--- config.mk ---
export PLATFORM = sky130hd
export DESIGN_NAME = asb_top
export DESIGN_NICKNAME = d
export VERILOG_FILES = /design/src/core/asb_pkg.sv /design/src/core/asb_alu.sv /design/src/core/asb_top.sv
export SDC_FILE = /design/constraint.sdc
export NUM_CORES = 1
export LEC_CHECK = 0
export ABC_CLOCK_PERIOD_IN_PS = 2400
export BUFFER_PORTS_ARGS = -buffer_cell sky130_fd_sc_hd__buf_2
export CAP_MARGIN = 40
export CORE_MARGIN = 5
export CORE_UTILIZATION = 49
export CTS_CLUSTER_DIAMETER = 30
export DETAILED_ROUTE_END_ITERATION = 8
export PLACE_DENSITY_LB_ADDON = 0.25
export SLEW_MARGIN = 20
export SYNTH_ARGS = -nofsm -noshare
export SYNTH_HDL_FRONTEND = slang
export SYNTH_SLANG_ARGS = --single-unit
--- constraint.sdc ---
create_clock -name hclk -period 2.4 [get_ports hclk]
set_input_delay 0.24 -clock hclk [delete_from_list [all_inputs] [get_ports hclk]]
set_output_delay 0.24 -clock hclk [all_outputs]
set_load 0.05 [all_outputs]
--- src/core/asb_pkg.sv ---
// Constants and types for the arithmetic status and bank select register bank.
// Assumes a single 50 MHz clock and an AHB-Lite bus with 32-bit data.
package asb_pkg;

	// Register indexes; byte address is four times the index
	localparam logic [7:0] ASB_IDX_STATUS = 8'h03;
	localparam logic [7:0] ASB_IDX_PCHOLD = 8'h0a;
	localparam logic [6:0] ASB_IDX_MASK = 7'h7f;

	// Status bit positions
	localparam int ASB_B_INDIRECT = 7;
	localparam int ASB_B_DIR_HI = 6;
	localparam int ASB_B_DIR_LO = 5;
	localparam int ASB_B_TIMEOUT = 4;
	localparam int ASB_B_PWRDN = 3;
	localparam int ASB_B_ZERO = 2;
	localparam int ASB_B_DCARRY = 1;
	localparam int ASB_B_CARRY = 0;

	// Values after power-on reset
	localparam logic [7:0] ASB_STATUS_POR = 8'h18;
	localparam logic [4:0] ASB_PCHOLD_POR = 5'h00;

	// Data locations below this are mirrored in every bank
	localparam logic [6:0] ASB_COMMON_LIMIT = 7'h0c;

	// AHB encodings
	localparam logic [1:0] ASB_HTRANS_NONSEQ = 2'h2;
	localparam logic [1:0] ASB_HRESP_OKAY = 2'h0;

	typedef enum logic [3:0] {
		ASB_OP_MOVE = 4'h0,
		ASB_OP_ADD = 4'h1,
		ASB_OP_SUB = 4'h2,
		ASB_OP_AND = 4'h3,
		ASB_OP_IOR = 4'h4,
		ASB_OP_XOR = 4'h5,
		ASB_OP_ROTL = 4'h6,
		ASB_OP_ROTR = 4'h7,
		ASB_OP_CLEAR = 4'h8,
		ASB_OP_SWAP = 4'h9,
		ASB_OP_BITCLR = 4'ha,
		ASB_OP_BITSET = 4'hb
	} asb_op_t;

endpackage

--- src/core/asb_alu.sv ---
// Result and flag computation for one core instruction.
// Purely combinational; the caller registers whatever it keeps.
`timescale 1ns/1ps
module asb_alu (
	input wire asb_pkg::asb_op_t op,
	input wire logic [7:0] w,
	input wire logic [7:0] f,
	input wire logic [2:0] bit_sel,
	input wire logic carry_in,
	output logic [7:0] res,
	output logic z,
	output logic dcarry,
	output logic c,
	output logic aff_z,
	output logic aff_c
);
	logic [8:0] sum;
	logic [4:0] nib;
	logic [7:0] bmask;

	always_comb begin
		sum = 9'h000;
		nib = 5'h00;
		bmask = 8'h01 << bit_sel;
		res = f;
		c = carry_in;
		aff_z = 1'b1;
		aff_c = 1'b0;
		case (op)
			asb_pkg::ASB_OP_ADD: begin
				sum = {1'b0, w} + {1'b0, f};
				nib = {1'b0, w[3:0]} + {1'b0, f[3:0]};
				res = sum[7:0];
				c = sum[8];
				aff_c = 1'b1;
			end
			asb_pkg::ASB_OP_SUB: begin
				// Two's complement add, so carry high means no borrow
				sum = {1'b0, f} + {1'b0, ~w} + 9'h001;
				nib = {1'b0, f[3:0]} + {1'b0, ~w[3:0]} + 5'h01;
				res = sum[7:0];
				c = sum[8];
				aff_c = 1'b1;
			end
			asb_pkg::ASB_OP_AND: res = w & f;
			asb_pkg::ASB_OP_IOR: res = w | f;
			asb_pkg::ASB_OP_XOR: res = w ^ f;
			asb_pkg::ASB_OP_CLEAR: res = 8'h00;
			asb_pkg::ASB_OP_ROTL: begin
				res = {f[6:0], carry_in};
				c = f[7];
				aff_z = 1'b0;
				aff_c = 1'b1;
			end
			asb_pkg::ASB_OP_ROTR: begin
				res = {carry_in, f[7:1]};
				c = f[0];
				aff_z = 1'b0;
				aff_c = 1'b1;
			end
			asb_pkg::ASB_OP_SWAP: begin
				res = {f[3:0], f[7:4]};
				aff_z = 1'b0;
			end
			asb_pkg::ASB_OP_BITCLR: begin
				res = f & ~bmask;
				aff_z = 1'b0;
			end
			asb_pkg::ASB_OP_BITSET: begin
				res = f | bmask;
				aff_z = 1'b0;
			end
			asb_pkg::ASB_OP_MOVE: begin
				res = w;
				aff_z = 1'b0;
			end
			default: res = f;
		endcase
		z = (res == 8'h00);
		dcarry = nib[4];
	end
endmodule

--- src/core/asb_top.sv ---
// Arithmetic status and bank select register with its bank mapping and PC upper latch.
// Assumes an AHB-Lite master on hclk and a core decoder that pulses one instruction per cycle.
`timescale 1ns/1ps
module asb_top (
	input wire logic hclk,
	input wire logic hresetn,
	input wire logic hsel,
	input wire logic [31:0] haddr,
	input wire logic [1:0] htrans,
	input wire logic hwrite,
	input wire logic [2:0] hsize,
	input wire logic [31:0] hwdata,
	input wire logic hready,
	output logic [31:0] hrdata,
	output logic hreadyout,
	output logic [1:0] hresp,
	input wire logic core_op_valid,
	input wire asb_pkg::asb_op_t core_op,
	input wire logic [7:0] core_w,
	input wire logic [7:0] core_f,
	input wire logic [2:0] core_bit_sel,
	input wire logic core_dest_status,
	input wire logic core_wdt_clear,
	input wire logic core_sleep,
	input wire logic core_wdt_timeout,
	input wire logic core_wdt_reset,
	input wire logic master_clear_pin_n,
	input wire logic core_pc_load,
	input wire logic [6:0] core_dir_addr,
	input wire logic [7:0] core_fsr,
	output logic [7:0] status,
	output logic [7:0] core_result,
	output logic [8:0] dmem_dir_addr,
	output logic [8:0] dmem_ind_addr,
	output logic [4:0] pc_upper
);
	// Mirrored special locations ignore the bank bits
	function automatic logic asb_common(input logic [6:0] a);
		return a < asb_pkg::ASB_COMMON_LIMIT;
	endfunction

	function automatic logic asb_is(input logic [7:0] idx, input logic [7:0] reg_idx);
		return (idx[6:0] & asb_pkg::ASB_IDX_MASK) == reg_idx[6:0];
	endfunction

	logic [7:0] status_r, status_nxt;
	logic [4:0] pchold_r;
	logic [4:0] pc_upper_r;
	logic [7:0] result_r;
	logic [8:0] dir_addr_r, ind_addr_r;
	logic [31:0] hrdata_r;
	logic hreadyout_r;
	logic wr_pend_r;
	logic [7:0] wr_idx_r;
	logic pinclr_s1_r, pinclr_s2_r;

	// Pin clear passes two flops before use
	always_ff @(posedge hclk or negedge hresetn) begin
		if (!hresetn) begin
			pinclr_s1_r <= 1'b1;
			pinclr_s2_r <= 1'b1;
		end else begin
			pinclr_s1_r <= master_clear_pin_n;
			pinclr_s2_r <= pinclr_s1_r;
		end
	end

	wire other_reset = !pinclr_s2_r || core_wdt_reset;

	// Bus decode
	wire [7:0] a_idx = haddr[9:2];
	wire a_take = hsel && hready && (htrans == asb_pkg::ASB_HTRANS_NONSEQ);
	wire a_read = a_take && !hwrite;
	wire a_write = a_take && hwrite;
	wire wr_status = wr_pend_r && asb_is(wr_idx_r, asb_pkg::ASB_IDX_STATUS);
	wire wr_pchold = wr_pend_r && asb_is(wr_idx_r, asb_pkg::ASB_IDX_PCHOLD);
	wire [31:0] rd_val = asb_is(a_idx, asb_pkg::ASB_IDX_STATUS) ? {24'h000000, status_r} :
		asb_is(a_idx, asb_pkg::ASB_IDX_PCHOLD) ? {27'h0000000, pchold_r} : 32'h00000000;

	// Instruction flags
	wire [7:0] alu_res;
	wire alu_z, alu_dcarry, alu_c, alu_fz, alu_fc;

	asb_alu u_alu (
		.op(core_op),
		.w(core_w),
		.f(core_f),
		.bit_sel(core_bit_sel),
		.carry_in(status_r[asb_pkg::ASB_B_CARRY]),
		.res(alu_res),
		.z(alu_z),
		.dcarry(alu_dcarry),
		.c(alu_c),
		.aff_z(alu_fz),
		.aff_c(alu_fc)
	);

	wire op_flags = core_op_valid && (alu_fz || alu_fc);
	wire op_wr = core_op_valid && core_dest_status;
	// Bank bits always take the data; bits 2:0 take it only when the instruction affects no flag; status bits 4:3 never do
	wire [7:0] op_wmask = op_flags ? 8'he0 : 8'he7;
	wire [7:0] bus_wmask = 8'he7;

	always_comb begin
		status_nxt = status_r;
		if (wr_status) begin
			status_nxt = (status_nxt & ~bus_wmask) | (hwdata[7:0] & bus_wmask);
		end
		// Core wins over a bus write in the same cycle
		if (op_wr) begin
			status_nxt = (status_nxt & ~op_wmask) | (alu_res & op_wmask);
		end
		if (core_op_valid && alu_fz) begin
			status_nxt[asb_pkg::ASB_B_ZERO] = alu_z;
		end
		if (core_op_valid && alu_fc) begin
			status_nxt[asb_pkg::ASB_B_CARRY] = alu_c;
			if (core_op == asb_pkg::ASB_OP_ADD || core_op == asb_pkg::ASB_OP_SUB) begin
				status_nxt[asb_pkg::ASB_B_DCARRY] = alu_dcarry;
			end
		end
		if (core_wdt_clear) begin
			status_nxt[asb_pkg::ASB_B_TIMEOUT] = 1'b1;
			status_nxt[asb_pkg::ASB_B_PWRDN] = 1'b1;
		end
		if (core_sleep) begin
			status_nxt[asb_pkg::ASB_B_TIMEOUT] = 1'b1;
			status_nxt[asb_pkg::ASB_B_PWRDN] = 1'b0;
		end
		// A time-out must never be hidden by a coincident clear
		if (core_wdt_timeout) begin
			status_nxt[asb_pkg::ASB_B_TIMEOUT] = 1'b0;
		end
		if (other_reset) begin
			status_nxt[7:5] = 3'h0;
		end
	end

	wire [8:0] dir_nxt = asb_common(core_dir_addr) ? {2'h0, core_dir_addr} :
		{status_r[asb_pkg::ASB_B_DIR_HI:asb_pkg::ASB_B_DIR_LO], core_dir_addr};
	wire [8:0] ind_nxt = asb_common(core_fsr[6:0]) ? {2'h0, core_fsr[6:0]} :
		{status_r[asb_pkg::ASB_B_INDIRECT], core_fsr};

	always_ff @(posedge hclk or negedge hresetn) begin
		if (!hresetn) begin
			status_r <= asb_pkg::ASB_STATUS_POR;
			pchold_r <= asb_pkg::ASB_PCHOLD_POR;
			pc_upper_r <= asb_pkg::ASB_PCHOLD_POR;
			result_r <= 8'h00;
			dir_addr_r <= 9'h000;
			ind_addr_r <= 9'h000;
		end else begin
			status_r <= status_nxt;
			if (other_reset) begin
				pchold_r <= asb_pkg::ASB_PCHOLD_POR;
			end else if (wr_pchold) begin
				pchold_r <= hwdata[4:0];
			end
			if (core_pc_load) begin
				pc_upper_r <= pchold_r;
			end
			if (core_op_valid) begin
				result_r <= alu_res;
			end
			dir_addr_r <= dir_nxt;
			ind_addr_r <= ind_nxt;
		end
	end

	// Zero wait state slave; a read right after a write to the same word sees the old value
	always_ff @(posedge hclk or negedge hresetn) begin
		if (!hresetn) begin
			hrdata_r <= 32'h00000000;
			hreadyout_r <= 1'b1;
			wr_pend_r <= 1'b0;
			wr_idx_r <= 8'h00;
		end else begin
			hreadyout_r <= 1'b1;
			wr_pend_r <= a_write;
			if (a_write) begin
				wr_idx_r <= a_idx;
			end
			if (a_read) begin
				hrdata_r <= rd_val;
			end
		end
	end

	assign hrdata = hrdata_r;
	assign hreadyout = hreadyout_r;
	assign hresp = asb_pkg::ASB_HRESP_OKAY;
	assign status = status_r;
	assign core_result = result_r;
	assign dmem_dir_addr = dir_addr_r;
	assign dmem_ind_addr = ind_addr_r;
	assign pc_upper = pc_upper_r;

	wire no_hw_evt = !core_wdt_clear && !core_sleep && !core_wdt_timeout;
endmodule

Word-level counts from Yosys, hierarchy flattened
Index checks and enable logic that the tools add are counted.
{"block": "totals", "ramBits": 0, "memories": 0, "output_inout_bits": 74, "latch_bits": 0, "ff_bits": 86, "input_bits": 120, "wordCells": 92, "romBits": 0}
{"block": "op_classes", "n_lt_le_gt_ge": 2, "shift": 1, "n_div": 0, "reduce_logical": 20, "n_bitwise": 13, "eq_ne": 17, "multipliers": 0, "muxes": 21, "addsub": 6}
{"cell": "$pmux 8 s12", "n": 1}
{"cell": "$and 8x8->8", "n": 4}
{"cell": "$mux 8", "n": 3}
{"cell": "$not 8->8", "n": 3}
{"cell": "$or 8x8->8", "n": 3}
{"cell": "$add 8x8->9", "n": 2}
{"cell": "$mux 9", "n": 2}
{"cell": "$eq 4x3->1 const B", "n": 4}
{"cell": "$eq 4x4->1 const B", "n": 4}
{"cell": "$mux 5", "n": 3}
{"cell": "$eq 7x2->1 const B", "n": 2}
{"cell": "$eq 7x4->1 const B", "n": 2}
{"cell": "$lt 7x4->1 const B", "n": 2}
{"cell": "$add 4x4->5", "n": 2}
{"cell": "$logic_and 1x1->1", "n": 10}
{"cell": "$pmux 5 s2", "n": 1}
{"cell": "$add 9x1->9 const B", "n": 1}
{"cell": "$eq 4x2->1 const B", "n": 2}
{"cell": "$logic_not 8->1", "n": 1}
{"cell": "$or 5x8->8", "n": 1}
{"cell": "$shl 1x3->8 const A", "n": 1}
{"cell": "$xor 8x8->8", "n": 1}
{"cell": "$mux 2", "n": 3}
{"cell": "$mux 3", "n": 2}
{"cell": "other kinds (13)", "n": 20}

Longest topological paths before layout
{"block": "logic_depth", "ltp_word": 13, "ltp_mapped": 11, "depth_no_buf": 11}

By module
From an unflattened synthesis, not the netlist that was laid out.
{"block": "unflattened", "hier_cells": 469, "hier_area_um2": 4516.8}
{"mod": "asb_top", "cells_per_inst": 189, "area_each_um2": 2548.7, "instances": 1, "seq_area_each_um2": 1556.5}
{"mod": "asb_alu", "cells_per_inst": 280, "area_each_um2": 1968.1, "instances": 1, "seq_area_each_um2": 0.0}

Least setup slack after synthesis
Ideal clock, no wire load.
{"block": "synth_path", "path_type": "input -> register", "startpoint": "input core_w[0]", "endpoint": "register status_r[2], in the netlist status[2]", "setup_time_ps": 67, "t_arrival_ps": 2515, "cell_stages": 11, "slack_ps": -183, "t_required_ps": 2333, "path_buffers": 0, "path_cell_list": "ha_1 > inv_1 > fa_1 > or2_2 > a221oi_1 > mux2i_1 > o22ai_1 > o31ai_2 > o21ai_2 > nor4_1 > a311o_1"}
{"block": "synth_via", "elab_chain_cells": 8, "word_cells_on_any_way": 13, "cone_classes": "add/sub (3); mux (3); bitwise (6); reduce/logical (1)"}
{"element": "from (decl)", "line": "asb_top.sv:19", "text": "input wire logic [7:0] core_w,"}
{"element": "$not 8->8", "line": "asb_alu.sv:39", "text": "sum = {1'b0, f} + {1'b0, ~w} + 9'h001;"}
{"element": "$add 8x8->9", "line": "asb_alu.sv:39"}
{"element": "$add 9x1->9", "line": "asb_alu.sv:39"}
{"element": "$pmux 8 s12 *", "line": "asb_alu.sv:29", "text": "case (op)"}
{"element": "$and 8x8->8", "line": "asb_top.sv:111", "text": "status_nxt = (status_nxt & ~op_wmask) | (alu_res & op_wmask);"}
{"element": "$or 8x8->8", "line": "asb_top.sv:111"}
{"element": "$mux 8", "line": "asb_top.sv:110", "text": "if (op_wr) begin"}
{"element": "$mux 1 *", "line": "asb_top.sv:113", "text": "if (core_op_valid && alu_fz) begin"}
{"element": "named net status_nxt[2]", "line": "asb_top.sv:46", "text": "logic [7:0] status_r, status_nxt;"}
{"element": "to (signal assigned)", "line": "asb_top.sv:146", "text": "status_r <= asb_pkg::ASB_STATUS_POR;"}
{"element": "to (signal assigned)", "line": "asb_top.sv:153", "text": "status_r <= status_nxt;"}
{"element": "to (decl)", "line": "asb_top.sv:46"}
The timed path passes the listed nets; every way through them passes the cells marked *.
A chain may end at the register's enable or synchronous reset.

Worst setup path in the final report
{"block": "layout_path", "startpoint": "input core_f[0]", "endpoint": "register status_r[2], in the netlist status[2]"}
{"block": "layout_via", "elab_chain_cells": 7, "word_cells_on_any_way": 14, "cone_classes": "add/sub (3); mux (3); bitwise (7); reduce/logical (1)"}
{"element": "from (decl)", "line": "asb_top.sv:20", "text": "input wire logic [7:0] core_f,"}
{"element": "$add 8x8->9", "line": "asb_alu.sv:39"}
{"element": "$add 9x1->9", "line": "asb_alu.sv:39"}
{"element": "$pmux 8 s12 *", "line": "asb_alu.sv:29"}
{"element": "$and 8x8->8", "line": "asb_top.sv:111"}
{"element": "$or 8x8->8", "line": "asb_top.sv:111"}
{"element": "$mux 8", "line": "asb_top.sv:110"}
{"element": "$mux 1 *", "line": "asb_top.sv:113"}
{"element": "named net status_nxt[2]", "line": "asb_top.sv:46"}
Marks and branches as above.

==> summary.md <==
| Metric | Value |
|---|---|
| Status | `finished clean` |
| Startpoint Class | `input port` |
| DP HPWL | `12.5 mm` |
| Number of nets still failing antenna checks after routing | `0` |
| Proportion of synthesized area in mux cells | `6.56%` |
| Synth Area in XOR/XNOR | `0.389%` |
| Reg2reg end | `status[7]` |
| Yosys top cell by area | `dfrtp_1` |
| Dominant cells by area after synthesis | `dfrtp_1 (32%), buf_4 (4.8%), ha_1 (4.4%), nand2_1 (4.4%), nor2_1 (4.3%)` |
| Worst EP required | `2.67 ns` |
| CTS clk-pin slew, worst paths | `0.09 ns` |
| Hold Crit Start | `core_sleep` |
| FF+latch count, synth | `62` |
| Skew final | `0.0165 ns` |
| Initial DRC count | `299` |
| Synthesis-to-layout area growth | `33.7%` |
| Worst vdd ir | `~300 uV` |
| Worst Path Buf+Inv | `2` |
| CP max FO | `3` |
| Crit-path max cell delay | `0.36 ns` |
| Via/cell ratio | `5.73` |
| Layout cell share with drive strength beyond 1 | `36.3%` |
| Routed len/inst | `18.8 um` |
| Clock Tree Root | `clkbuf_8` |
| Sw Share | `roughly 37%` |
| Post-synth EDFFs | `0` |
| CTS tree | `done` |
| Pin count of the biggest net entering global routing | `35` |
| Compound-cell area share of the yosys netlist | `22.2%` |
| RSZ-0062 raised after global routing | `yes` |
| Share of power burned in registers | `around a third` |
| # nets final | `852` |
| Delay-heaviest family, CP | `compound AO/OA/AOI/OAI gates` |
| Global-route wire length before repair | `23.8 mm` |
| Register area share after synthesis | `between 30 and 40%` |
| RD Place Congestion | `about 0.95` |
| CP Capture Type | `flip-flop` |
| Commonest cells after routing, fill and taps aside | `buf_2 (111), buf_4 (89), dfrtp_1 (58)` |
| Post-place setup slack | `-0.374 ns` |
| Tcrit/Tclk final | `96.9%` |
| Hold Fails Final Rpt | `0` |
| Global route overflow | `0` |
| Syn_area_per_cell | `8.49 um^2` |
| Clock Path Buffers | `2` |
| Largest family of logic cells by synthesized area | `compound AO/OA/AOI/OAI gates` |
| First drt pass iteration count | `7` |
| Number of max-cap violations | `0` |
| Die Height | `106 um` |
| Share of the synthesized area in the top cell type | `32.2%` |
| R2R Setup Slk | `~0.20 ns` |
| CTS Buf Count | `9` |
| Clock Latency Late Sink | `between 0.3 and 0.4 ns` |
| LEAKAGE | `between 2 and 3 nW` |
| Synth Area in Simple Gates | `~20%` |
| Hold EP | `status[3]` |
| Vias in the first global route | `~4.6k` |
| Setup-failing EPs final | `0` |
| Tot Pwr | `roughly 0.0036 W` |
| Kind of critical path | `input port to flip-flop` |
| Number of H-tree levels | `3` |
| Final wirelength | `15.6 mm` |
| Final worst slack | `0.0747 ns` |
| Slew margin rel. | `50.5%` |
| Hold Crit Class | `input port to flip-flop` |
| I/O Pins | `194` |
| Setup Total Neg Slack | `0 ns` |
| CP Launch Point | `core_f[0]` |
| Yosys Warn Count | `0` |
| Drt drc | `0` |
| Commonest non-fill, non-tap cell in the layout | `buf_2` |
| Logic pwr share | `35.0%` |
| CORE AREA | `0.00911 mm^2` |
| Critical path cell sequence | `buf_8 -> ha_4 -> inv_2 -> fa_2 -> or2_4 -> a221oi_4 -> mux2i_1 -> o22ai_2 -> o31ai_2 -> o21ai_2 -> nor4_2 -> a311o_1` |
| Least-Margin Pin Slew | `about 0.74 ns` |
| Max-slew violation count | `0` |
| Die Area | `0.0112 mm^2` |
| Sw Pwr | `0.00135 W` |
| Critical path arrival | `2.59 ns` |
| Pwr per Cell Area | `604 mW/mm^2` |
| Row count | `35` |
| Antenna violations before repair | `1` |
| Synth cell types | `70` |
| Cells after Synth | `between 500 and 600` |
| Port-buffer cells | `about 110` |
| Clk sinks | `62` |
| Starting Density | `roughly half` |
| Clock share of power | `31.7%` |
| Pint | `0.00228 W` |
| ANT cells | `0` |
| Hold Crit Depth | `2` |
| Clock period minus worst slack | `2.33 ns` |
| Worst r2r src | `wr_idx_r[5]` |
| Die Wd | `106 um` |
| Post-Synthesis Cell Area | `0.00450 mm^2` |
| Fmax | `between 400 and 500 MHz` |
| Post-Synth Adder-Cell Area | `5.34%` |
| Reg2Reg Depth | `7` |
| Primary FF master, synth | `dfrtp_1` |
| GRT Util Overall | `between 20 and 30%` |
| Vias | `4755` |
| CP max stage cell | `fa_2` |
| Async set-reset flop share out of synthesis | `100%` |
## kinds of logic (layout without fill, tap and decap cells)
kind of cell / Yosys count / in the layout
flip-flops: 62 / 62
multiplexers: 28 / 28
XOR/XNOR: 2 / 2
buffers and inverters: 83 / 247
adder cells (fa/ha/maj): 18 / 18
AND/OR/NAND/NOR: 187 / 187
other: 2 / 27
AO/OA/AOI/OAI: 148 / 148
## worst reg2reg max path, stage by stage (launching register included)
cell and delay, ns:
dfrtp_1 0.39, or4b_1 0.51, nor3b_1 0.26, nand3b_1 0.24, buf_4 0.22, mux2_2 0.21
a21oi_1 0.03, a311oi_1 0.22
## flip-flops by register name, indices dropped and copies added (netlist names)
name,flops
dmem_dir_addr,9
dmem_ind_addr,9
core_result,8
hrdata,8
status,8
wr_idx_r,7
pc_upper,5
pchold_r,5
pinclr_s1_r,1
pinclr_s2_r,1
wr_pend_r,1
## what timing repair did
item / 4_1_cts / 5_1_grt
setup endpoints to repair: 1 / 5
endpoints found under the hold margin: 34 / 2
pin swaps: 0 / 9
hold buffers: 2 / 2
gates resized for setup: 1 / 27
setup buffers: 0 / 2
## metal layers
layer,GRT usage [%],up-vias,routed length [um]
met5,0,-,8
met4,10.9,2,554
met3,5.88,41,1320
met2,43.4,251,7150
met1,35.6,2254,6610
li1,-,2207,-
## final cells by class
class / count / area (um^2)
well taps: 111 / 139
clock buffers: 9 / 124
inverters: 24 / 90.1
multi-input cells: 410 / 2670
clock inverters: 7 / 125
repair buffers: 207 / 1310
fillers: 818 / 3090
flip-flops and latches: 62 / 1560
## how the worst max path moves through the flow
stage / to / slack (ns) / cells after the start
6_report: status[2] / 0.07 / 12
5_1_grt: status[2] / -0.06 / 12
4_1_cts: status[2] / 0.05 / 11
3_5_place_dp: status[2] / -0.37 / 11
3_3_place_gp: status[2] / -0.26 / 11
2_1_floorplan: status[2] / 0.03 / 11
## synthesized netlist by cell type, drive strengths merged (3+ instances only)
cell type  count
dfrtp         58
nand2b         7
nor2          52
o32ai          4
a211oi         6
inv           23
nand4b         3
and3           3
nor3b          7
a22oi         13
ha            16
nor3           9
clkbuf        16
nor2b         18
a32oi          5
mux2          12
a2111oi        3
o21a           6
mux2i         16
nand2         53
or4b           3
nand3b         3
nand3         14
o21ai         35
or3            3
o22ai          3
dfstp          4
buf           43
a21oi         38
and2           3
o21bai         3
o31ai          3
nor4           4
## power by group through the flow
| stage | clock network (W) | registers [W] | logic [W] |
|---|---|---|---|
| floorplan | 0 | 0.00145 | 0.000566 |
| global route | 0.00122 | 0.00122 | 0.00135 |
| detailed placement | 0 | 0.00123 | 0.00122 |
| finish | 0.00115 | 0.00121 | 0.00127 |
| CTS | 0.00117 | 0.00121 | 0.00123 |
| global placement | 0 | 0.00122 | 0.00121 |
## metrics by stage
stage | utilization [%] | instances | area [um^2] | hold slack (ns)
floorplan | - | 555 | 4600 | -0.0556
global placement | 61.5 | 808 | 5600 | 0.333
detailed placement | 61.5 | 808 | 5600 | 0.343
CTS | 64.5 | 826 | 5880 | 0.00120
global route | 66.1 | 830 | 6020 | 0.000678
finish | 66.1 | 830 | 6020 | 0.0155
(Power assumes the default switching activity.)
